$ cat config.mk
export PLATFORM = sky130hd
export DESIGN_NAME = i2c_status_flags_low
export DESIGN_NICKNAME = d
export VERILOG_FILES = /design/src/include/i2c_flags_pkg.sv /design/src/logic/i2c_status_flags_low.sv /design/src/logic/sync_two_flop.sv
export SDC_FILE = /design/constraint.sdc
export NUM_CORES = 1
export LEC_CHECK = 0
export ABC_AREA = 1
export CAP_MARGIN = 5
export CORE_ASPECT_RATIO = 2
export CORE_MARGIN = 2
export CORE_UTILIZATION = 30
export DETAILED_ROUTE_END_ITERATION = 10
export DONT_BUFFER_PORTS = 1
export PLACE_DENSITY_LB_ADDON = 0.05
export SLEW_MARGIN = 15
export SYNTH_ARGS = -nofsm -noshare
export SYNTH_HDL_FRONTEND = slang
export SYNTH_SLANG_ARGS = --single-unit
$ cat constraint.sdc
create_clock -name core_clk -period 4.1 [get_ports core_clk]
set_input_delay 0.205 -clock core_clk [delete_from_list [all_inputs] [get_ports core_clk]]
set_output_delay 0.205 -clock core_clk [all_outputs]
set_load 0.02 [all_outputs]
$ cat src/include/i2c_flags_pkg.sv
// Constants for the low status flags of the two-wire bus controller.
// Assumes a 16-bit register port with byte offsets on an 8-bit address.
package i2c_flags_pkg;
  localparam int          NUM_FLAGS          = 5;
  localparam logic [7:0]  OFS_CONTROL_FIRST  = 8'h00;
  localparam logic [7:0]  OFS_CONTROL_SECOND = 8'h04;
  localparam logic [7:0]  OFS_DATA           = 8'h10;
  localparam logic [7:0]  OFS_STATUS_FIRST   = 8'h14;
  localparam logic [7:0]  OFS_STATUS_SECOND  = 8'h18;
  localparam logic [7:0]  OFS_IRQ_STATUS     = 8'h20;
  localparam logic [7:0]  OFS_IRQ_MASK       = 8'h24;
  localparam int          BIT_START          = 0;
  localparam int          BIT_ADDR           = 1;
  localparam int          BIT_BYTE           = 2;
  localparam int          BIT_HDR10          = 3;
  localparam int          BIT_STOP           = 4;
  localparam int          BIT_ENABLE         = 0;
  localparam int          BIT_ACK_ENABLE     = 10;
  localparam int          BIT_EVENT_IRQ      = 9;
  localparam int          BIT_MASTER         = 0;
  localparam logic [15:0] STATUS_RESET       = 16'h0000;
  localparam logic [15:0] CONTROL_RESET      = 16'h0000;
  localparam logic [4:0]  MASK_RESET         = 5'h00;
endpackage : i2c_flags_pkg

$ cat src/logic/i2c_status_flags_low.sv
// Low five event flags of the first status register, with clear sequences.
// Assumes shifter events arrive as one-cycle core_clk pulses; bus pins are async.
`timescale 1ns/1ns
`default_nettype none
module i2c_status_flags_low (
  input  wire logic        core_clk,
  input  wire logic        reset,
  input  wire logic [7:0]  regAddr,
  input  wire logic [15:0] regWriteData,
  input  wire logic        regWrite,
  input  wire logic        regRead,
  output logic      [15:0] regReadData,
  output logic             irq,
  input  wire logic        masterMode,
  input  wire logic        startSentEvt,
  input  wire logic        stopSentEvt,
  input  wire logic        addrMatchEvt,
  input  wire logic        addrSentEvt,
  input  wire logic        header10SentEvt,
  input  wire logic        ackGivenEvt,
  input  wire logic        rxByteEvt,
  input  wire logic [7:0]  rxByte,
  input  wire logic        txLoadEvt,
  input  wire logic        txShiftDoneEvt,
  input  wire logic        sclPin,
  input  wire logic        sdaPin,
  output logic      [7:0]  txData,
  output logic             peripheralEnable,
  output logic             acknowledgeEnable
);
  localparam int NF = i2c_flags_pkg::NUM_FLAGS;

  typedef struct packed {
    logic [15:0]   rdata;
    logic          irq;
    logic [15:0]   control_first;
    logic          event_irq_enable;
    logic [NF-1:0] flags;
    logic [NF-1:0] armed;
    logic [NF-1:0] sticky;
    logic [NF-1:0] mask;
    logic [7:0]    rxData;
    logic [7:0]    txData;
    logic          rxUnread;
    logic          txHolding;
    logic          ackSeen;
    logic          sclPrev;
    logic          sdaPrev;
  } state_s;

  state_s        q;
  state_s        d;
  logic [1:0]    pinSync;
  logic          sclSync;
  logic          sdaSync;
  logic          enable;
  logic          statusFirstRead;
  logic          statusSecondRead;
  logic          dataRead;
  logic          dataWrite;
  logic          controlFirstWrite;
  logic          stopOnBus;
  logic [NF-1:0] setEvt;
  logic [NF-1:0] accessClr;
  logic [NF-1:0] clrEvt;

  sync_two_flop #(
    .WIDTH (2)
  ) pinSyncInst (
    .core_clk (core_clk),
    .reset    (reset),
    .asyncIn  ({sclPin, sdaPin}),
    .syncOut  (pinSync)
  );

  assign sclSync = pinSync[1];
  assign sdaSync = pinSync[0];
  assign enable  = q.control_first[i2c_flags_pkg::BIT_ENABLE];

  assign statusFirstRead   = regRead && regAddr == i2c_flags_pkg::OFS_STATUS_FIRST;
  assign statusSecondRead  = regRead && regAddr == i2c_flags_pkg::OFS_STATUS_SECOND;
  assign dataRead          = regRead && regAddr == i2c_flags_pkg::OFS_DATA;
  assign dataWrite         = regWrite && regAddr == i2c_flags_pkg::OFS_DATA;
  assign controlFirstWrite = regWrite && regAddr == i2c_flags_pkg::OFS_CONTROL_FIRST;

  // Stop: data rises while clock stays high
  assign stopOnBus = sclSync && q.sclPrev && sdaSync && !q.sdaPrev;

  always_comb begin
    setEvt = '0;
    setEvt[i2c_flags_pkg::BIT_START] = startSentEvt;
    // Mode picks which address event counts
    setEvt[i2c_flags_pkg::BIT_ADDR]  = masterMode ? addrSentEvt : addrMatchEvt;
    setEvt[i2c_flags_pkg::BIT_BYTE]  = (rxByteEvt && q.rxUnread)
                                     || (txShiftDoneEvt && !q.txHolding);
    setEvt[i2c_flags_pkg::BIT_HDR10] = header10SentEvt && masterMode;
    setEvt[i2c_flags_pkg::BIT_STOP]  = stopOnBus && !masterMode && q.ackSeen
                                     && q.control_first[i2c_flags_pkg::BIT_ACK_ENABLE];
  end

  // Only flags armed by an earlier status read can be cleared by an access
  always_comb begin
    accessClr = '0;
    accessClr[i2c_flags_pkg::BIT_START] = dataWrite;
    accessClr[i2c_flags_pkg::BIT_ADDR]  = statusSecondRead;
    accessClr[i2c_flags_pkg::BIT_BYTE]  = dataWrite || dataRead;
    accessClr[i2c_flags_pkg::BIT_HDR10] = dataWrite;
    accessClr[i2c_flags_pkg::BIT_STOP]  = controlFirstWrite;
    accessClr = accessClr & q.armed;
    clrEvt = accessClr;
    clrEvt[i2c_flags_pkg::BIT_BYTE] = accessClr[i2c_flags_pkg::BIT_BYTE]
                                    || startSentEvt || stopSentEvt;
  end

  always_comb begin
    d = q;
    d.sclPrev = sclSync;
    d.sdaPrev = sdaSync;

    // Set wins over clear so a coincident event is never lost
    d.flags = (q.flags & ~clrEvt) | setEvt;
    if (statusFirstRead) begin
      d.armed = q.flags;
    end else begin
      d.armed = q.armed & ~accessClr;
    end

    if (ackGivenEvt) begin
      d.ackSeen = 1'b1;
    end else if (stopOnBus) begin
      d.ackSeen = 1'b0;
    end

    if (rxByteEvt && !q.rxUnread) begin
      d.rxData   = rxByte;
      d.rxUnread = 1'b1;
    end else if (dataRead) begin
      d.rxUnread = 1'b0;
    end

    if (dataWrite) begin
      d.txData    = regWriteData[7:0];
      d.txHolding = 1'b1;
    end else if (txLoadEvt) begin
      d.txHolding = 1'b0;
    end

    if (!enable) begin
      d.flags     = '0;
      d.armed     = '0;
      d.ackSeen   = 1'b0;
      d.rxUnread  = 1'b0;
      d.txHolding = 1'b0;
    end

    // Flags written directly are ignored: a write to the interrupt status register clears only the sticky copies
    if (controlFirstWrite) begin
      d.control_first = regWriteData;
    end
    if (regWrite && regAddr == i2c_flags_pkg::OFS_CONTROL_SECOND) begin
      d.event_irq_enable = regWriteData[i2c_flags_pkg::BIT_EVENT_IRQ];
    end
    if (regWrite && regAddr == i2c_flags_pkg::OFS_IRQ_MASK) begin
      d.mask = regWriteData[NF-1:0];
    end
    d.sticky = q.sticky;
    if (regWrite && regAddr == i2c_flags_pkg::OFS_IRQ_STATUS) begin
      d.sticky = q.sticky & ~regWriteData[NF-1:0];
    end
    d.sticky = d.sticky | q.flags;
    d.irq    = q.event_irq_enable && |(d.sticky & d.mask);

    d.rdata = '0;
    if (regRead) begin
      case (regAddr)
        i2c_flags_pkg::OFS_CONTROL_FIRST:  d.rdata = q.control_first;
        i2c_flags_pkg::OFS_CONTROL_SECOND: d.rdata = 16'(q.event_irq_enable) << i2c_flags_pkg::BIT_EVENT_IRQ;
        i2c_flags_pkg::OFS_DATA:           d.rdata = {8'h00, q.rxData};
        i2c_flags_pkg::OFS_STATUS_FIRST:   d.rdata = {11'h000, q.flags};
        i2c_flags_pkg::OFS_STATUS_SECOND:  d.rdata = 16'(masterMode) << i2c_flags_pkg::BIT_MASTER;
        i2c_flags_pkg::OFS_IRQ_STATUS:     d.rdata = {11'h000, q.sticky};
        i2c_flags_pkg::OFS_IRQ_MASK:       d.rdata = {11'h000, q.mask};
        default:                           d.rdata = '0;
      endcase
    end
  end

  always_ff @(posedge core_clk or posedge reset) begin
    if (reset) begin
      q       <= '0;
      q.control_first <= i2c_flags_pkg::CONTROL_RESET;
      q.flags <= i2c_flags_pkg::STATUS_RESET[NF-1:0];
      q.mask  <= i2c_flags_pkg::MASK_RESET;
    end else begin
      q <= d;
    end
  end

  assign regReadData       = q.rdata;
  assign irq               = q.irq;
  assign txData            = q.txData;
  assign peripheralEnable  = q.control_first[i2c_flags_pkg::BIT_ENABLE];
  assign acknowledgeEnable = q.control_first[i2c_flags_pkg::BIT_ACK_ENABLE];
endmodule : i2c_status_flags_low
`default_nettype wire

$ cat src/logic/sync_two_flop.sv
// Two-flop synchroniser for levels arriving from outside core_clk.
// Assumes inputs change slowly relative to core_clk.
`timescale 1ns/1ns
`default_nettype none
module sync_two_flop #(
  parameter int WIDTH = 2
) (
  input  wire logic             core_clk,
  input  wire logic             reset,
  input  wire logic [WIDTH-1:0] asyncIn,
  output logic      [WIDTH-1:0] syncOut
);
  typedef struct packed {
    logic [WIDTH-1:0] meta;
    logic [WIDTH-1:0] stable;
  } sync_s;

  sync_s q;
  sync_s d;

  always_comb begin
    d.meta   = asyncIn;
    d.stable = q.meta;
  end

  always_ff @(posedge core_clk or posedge reset) begin
    if (reset) begin
      q <= '0;
    end else begin
      q <= d;
    end
  end

  assign syncOut = q.stable;
endmodule : sync_two_flop
`default_nettype wire

# After elaboration in Yosys (flattened, before gate mapping)
# Index checks and enable logic that the tools add are counted.
[word_totals] in_bits=48 ff_bits=79 elab_cells=79
[op_classes] eq_ne=9 mux=14 n_bitwise=10 n_reduce_logical=29
[ops] cell="$pmux W16 S7" count=1
[ops] cell="$and A5 B5 Y5" count=5
[ops] cell="$eq A8 B5 Y1 const B" count=3
[ops] cell="$logic_and A1 B1 Y1" count=19
[ops] cell="$eq A8 B6 Y1 const B" count=2
[ops] cell="$mux W16" count=1
[ops] cell="$mux W5" count=3
[ops] cell="$not A5 Y5" count=3
[ops] cell="$mux W10" count=1
[ops] cell="$or A5 B5 Y5" count=2
[ops] cell="$eq A8 B3 Y1 const B" count=1
[ops] cell="$logic_not A8 Y1" count=1
[ops] cell="$mux W1" count=7
[ops] cell="$ne A3 B2 Y1 const B" count=2
[ops] cell="$reduce_or A5 Y1" count=1
[ops] cell="$logic_not A1 Y1" count=4
[ops] cell="$logic_or A1 B1 Y1" count=4
[ops] cell="$mux W3" count=1
[ops] cell="$ne A3 B1 Y1 const B" count=1

# Logic depth before layout (Yosys ltp)
[logic_depth] word_depth=10 depth_mapped=10

# By module
# Synthesis repeated with hierarchy kept, for this count alone.
[hier_totals] hier_cells=373 hier_area_um2=3472.1
[by_module_without_submodules] module="i2c_status_flags_low" seq_area_each_um2=1876.8 area_each_um2=3368.2 cells_each=368 instances=1
[by_module_without_submodules] module="sync_two_flop" seq_area_each_um2=100.1 area_each_um2=103.8 cells_each=5 instances=1

# Worst setup path before layout
# OpenSTA, ideal clock, no wires.
[synth_path] kind="in2reg" from="in regAddr[7]" to="reg q[38] in the netlist's numbering" n_path_buf=0 t_required_ns=3.964 stages=10 arrival_time_ns=1.096 slack_ns=2.867 cell_sequence="nor2_2 > nand3_2 > nor2_4 > inv_2 > nor2_2 > inv_2 > nand2_1 > nand2_1 > nand2_1 > a21oi_1"
[synth_lines] item="from (decl)" line="i2c_status_flags_low.sv:8" text="input wire logic [7:0] regAddr,"
[synth_lines] item="to (decl)" line="i2c_status_flags_low.sv:51" text="state_s q;"

# Worst setup path after layout
[layout_path] from="in regAddr[7]" to="reg q[56] in the netlist's numbering"
[layout_between] elab_chain_len=2
[layout_rtl] item="$logic_not A8 Y1" line="i2c_status_flags_low.sv:84" text="assign controlFirstWrite = regWrite && regAddr == i2c_flags_pkg::OFS_CONTROL_FIRST;"
[layout_rtl] item="$logic_and A1 B1 Y1" line="i2c_status_flags_low.sv:84"
# Every way passes these cells.
# A chain may end at the register's enable or synchronous reset.

==> impl_table.tex <==
\begin{tabular}{lr}
\hline
Metric & Value \\
\hline
\multicolumn{2}{l}{\textbf{Run status}} \\
\quad Run status & complete, no violations \\
\multicolumn{2}{l}{\textbf{Yosys}} \\
\quad Average footprint of a synthesized cell & 9.41 um\^{}2 \\
\quad Gate count of the mapped netlist & 372 \\
\quad Arithmetic-cell share of the synthesized area counting full adders, half adders and majority gates & 0\% \\
\quad Post-synth net total & 420 \\
\quad Fraction of synthesized cell area in xor and xnor cells & 0\% \\
\quad Multiplexer area fraction after synthesis & 2.86\% \\
\quad \#FFs+latches synth & 79 \\
\quad Dominant combinational cell family by area after synthesis & simple AND/OR/NAND/NOR gates \\
\quad Netlist area before placement & roughly 0.0035 mm\^{}2 \\
\quad Simple-Gate Fraction of Synth Area & 18.3\% \\
\quad Portion of the post-synthesis area used by sequential elements & a little under three fifths \\
\quad Area fraction in compound gates after synthesis & approximately 11\% \\
\quad Number of different library cells in the post-synthesis netlist & 31 \\
\quad Number of warnings reported in the yosys synthesis log & 0 \\
\multicolumn{2}{l}{\textbf{Global route}} \\
\quad GR Util All Layers & 15.2\% \\
\quad Total grt overflow & 0 \\
\quad Wire length of the first global-routing pass & approximately 14000 um \\
\quad Maximum number of pins on one net before global-route repair & 45 \\
\quad Antenna violations before repair & 0 \\
\quad GR Layer Usage met3 & 3.46\% \\
\quad Global-route track usage on met2 & between 20\% and 30\% \\
\quad Global-route met1 utilization & 17.9\% \\
\quad Routing layer with the top usage in global route & met2 \\
\quad Number of global-route vias before repair & 2444 \\
\multicolumn{2}{l}{\textbf{Clocking}} \\
\quad Clock root buffer & sky130\_fd\_sc\_hd\_\_clkbuf\_16 \\
\quad Source-to-sink clock delay at the later pin of the worst-skew pair & 340 ps \\
\quad Resized Gates After CTS & 0 \\
\quad CTS tree & done \\
\quad Clock-pin slew reported for the worst setup and hold paths after clock tree synthesis & 60 ps \\
\quad Total setup buffers inserted after CTS & 0 \\
\quad Number of clock sinks seen by CTS & between 70 and 80 \\
\quad Number of buffers inserted during clock tree synthesis & 9 \\
\quad Worst-case clock buffer depth & 2 \\
\quad CTS H-Tree Depth & 3 \\
\multicolumn{2}{l}{\textbf{Timing}} \\
\quad Final critical delay including setup and external delays & between 1500 and 2000 ps \\
\quad Final setup viols & 0 \\
\quad Fmax & 0.613 GHz \\
\quad Hold slack & around 15 ps \\
\quad Setup repair after global routing missed its margin & false \\
\quad Final critical-path share of the clock period & 39.8\% \\
\quad Clock tree skew after final layout & 8.73 ps \\
\quad Summed negative setup slack over all endpoints & 0 ps \\
\quad Number of hold-slack violations in the final timing report & 0 \\
\quad Number of pins exceeding their max-slew limit in the final report & 0 \\
\quad Relative slew slack & 30.2\% \\
\quad Slew @ Worst Pin & 1040 ps \\
\multicolumn{2}{l}{\textbf{Pwr}} \\
\quad Leak & 1.77 nW \\
\quad Power per cell area & 464 mW/mm\^{}2 \\
\quad Worst ir drop on vdd & 192 uV \\
\multicolumn{2}{l}{\textbf{Die}} \\
\quad Core region area & 0.0114 mm\^{}2 \\
\quad Die extent in y & 157 um \\
\quad DIE WIDTH & 80.4 um \\
\quad Total number of placement rows & 55 \\
\quad Initial Utilization & 30.8\% \\
\quad Number of top-level pins & between 70 and 80 \\
\quad Die ar. & 0.0126 mm\^{}2 \\
\multicolumn{2}{l}{\textbf{Detailed routing}} \\
\quad Post-detailed-route wirelength per cell & 17.5 um \\
\quad Via density per instance & 4.66 \\
\quad First DRT Iteration DRCs & 96 \\
\quad DRT antenna net count & 0 \\
\quad Final wirelength & about 9000 um \\
\quad Vias & 2348 \\
\quad DR DRC count & 0 \\
\quad First-pass iteration count of the detailed router & 4 \\
\multicolumn{2}{l}{\textbf{Layout}} \\
\quad Number of antenna cells inserted & 0 \\
\quad Highest-count cells in the layout ignoring fill and taps & 79 x sky130\_fd\_sc\_hd\_\_dfrtp\_1, 61 x sky130\_fd\_sc\_hd\_\_nand2\_1, 38 x sky130\_fd\_sc\_hd\_\_inv\_1 \\
\quad Number of nets at the end of the flow & 406 \\
\quad Non-Filler Instances & between 500 and 600 \\
\quad Synth-to-Final Area Change & 10.1\% \\
\quad Layout cells sized above 1 & 14.1\% \\
\quad Most common cell after layout, fill and taps aside & sky130\_fd\_sc\_hd\_\_dfrtp\_1 \\
\multicolumn{2}{l}{\textbf{Worst setup path}} \\
\quad CP startpoint kind & input port \\
\quad Worst Setup End Kind & register \\
\quad Kind of critical path & input port to register \\
\quad Maximum fanout along the worst path & 33 \\
\quad CP required & 4280 ps \\
\quad Crit path DAT & $\sim$1800 ps \\
\multicolumn{2}{l}{\textbf{Placed design}} \\
\quad Detailed Place HPWL & 6480 um \\
\quad Cell count after placement & 483 \\
\quad Number of I/O port buffers & 0 \\
\quad GP Congestion & 0.793 \\
\multicolumn{2}{l}{\textbf{Run}} \\
\quad Total of max-cap violations & 0 \\
\multicolumn{2}{l}{\textbf{Hold path}} \\
\quad Worst min-delay path category & input port to register \\
\hline
\end{tabular}
-- synth_stat cells --
library cell                n  share of area, %
sky130_fd_sc_hd__dfrtp_1   79                56
sky130_fd_sc_hd__nand2_1   61               6.5
sky130_fd_sc_hd__inv_1     39               4.2
sky130_fd_sc_hd__nor2_1    34               3.6
sky130_fd_sc_hd__o21ai_1   28               4.0
sky130_fd_sc_hd__buf_4     24               5.1
sky130_fd_sc_hd__a21oi_1   21               3.0
sky130_fd_sc_hd__nand3_1   20               2.9
sky130_fd_sc_hd__a211oi_1   8               1.7
sky130_fd_sc_hd__inv_2      8              0.86
sky130_fd_sc_hd__mux2_2     8               2.6
sky130_fd_sc_hd__buf_2      6              0.86
sky130_fd_sc_hd__nand2_2    4              0.71
sky130_fd_sc_hd__nor2_2     4              0.71
sky130_fd_sc_hd__o21ai_0    4              0.57
sky130_fd_sc_hd__a32o_1     3              0.86
sky130_fd_sc_hd__clkbuf_1   3              0.32
sky130_fd_sc_hd__nor2_4     3              0.96
sky130_fd_sc_hd__nand3_2    2              0.57
sky130_fd_sc_hd__nand4_1    2              0.36
sky130_fd_sc_hd__a22o_1     1              0.25
sky130_fd_sc_hd__a22oi_1    1              0.21
sky130_fd_sc_hd__a31oi_1    1              0.18
sky130_fd_sc_hd__and3_1     1              0.18
sky130_fd_sc_hd__mux2i_1    1              0.29
sky130_fd_sc_hd__nand3_4    1              0.50
sky130_fd_sc_hd__nor2_8     1              0.57
sky130_fd_sc_hd__nor3_1     1              0.14
sky130_fd_sc_hd__nor4_2     1              0.36
sky130_fd_sc_hd__o211ai_1   1              0.21
sky130_fd_sc_hd__or2_2      1              0.18
-- repair_timing --
action	4_1_cts	5_1_grt
endpoints found under the setup margin	0	0
endpoints found under the hold margin	40	0
hold buffers	6	0
-- flip-flops by register name (all words and copies together), names as in the netlist --
register and flops:
acknowledgeEnable 1, irq 1, peripheralEnable 1, pinSyncInst.d 2, pinSyncInst.syncOut 2, q 48
regReadData 16, txData 8
-- stage by stage --
| stage | power (W) | worst slack, ps | cell area (um^2) | util [%] |
|---|---|---|---|---|
| after floorplan | 0.000915 | 1870 | 3500 | - |
| after global placement | 0.000933 | 2100 | 3470 | 30.6 |
| after detailed placement | 0.000935 | 2070 | 3470 | 30.6 |
| after CTS | 0.00182 | 2420 | 3850 | 33.9 |
| after global routing | 0.00187 | 2160 | 3850 | 33.9 |
| final | 0.00179 | 2470 | 3850 | 33.9 |
-- metal layers --
metal	part of all wire [%]	vias to the layer above
li1	-	1155
met2	53	58
met4	2.4	0
met1	40	1122
met3	4.7	13
met5	0	-
-- layout make-up --
cell class / count / area, um^2
Clock buffer: 10 / 239
Clock inverter: 5 / 81.3
Fill cell: 1191 / 7500
Inverter: 47 / 178
Multi-Input combinational cell: 213 / 1130
Sequential cell: 79 / 1980
Tap cell: 142 / 178
Timing Repair Buffer: 8 / 75.1
-- worst paths after layout --
check / start / to / slack [ps] / cells past startpoint
max: regAddr[7] / q[56] / 2470 / 7
min: rxByte[6] / q[19] / 20 / 1
max reg2reg: peripheralEnable / q[34] / 2850 / 2
min reg2reg: pinSyncInst.d[0] / pinSyncInst.syncOut[0] / 350 / 0
max in group asynchronous: reset / regReadData[5] / 2680 / 3
min in group asynchronous: reset / q[23] / 400 / 2
-- power breakdown --
part            total, W  internal, W  switching, W
registers       0.000834     0.000810     0.0000236
clock network   0.000865     0.000547      0.000318
logic          0.0000881    0.0000300     0.0000581
total            0.00179      0.00139      0.000400
-- worst max-delay path, cell delays in order --
cell                      delay [ps]
sky130_fd_sc_hd__nor2_2          160
sky130_fd_sc_hd__nand3_1         140
sky130_fd_sc_hd__nor2_2          100
sky130_fd_sc_hd__buf_4           210
sky130_fd_sc_hd__nand2_1         620
sky130_fd_sc_hd__nor2_1          290
sky130_fd_sc_hd__a21oi_1          70
-- cells by family after synthesis --
family | Yosys count
DFF | 79
buffers and inverters | 80
and+or+nand+nor | 136
muxes | 9
AOI/OAI and AO/OA | 68
Note: power is estimated with default switching activity, not from simulation.
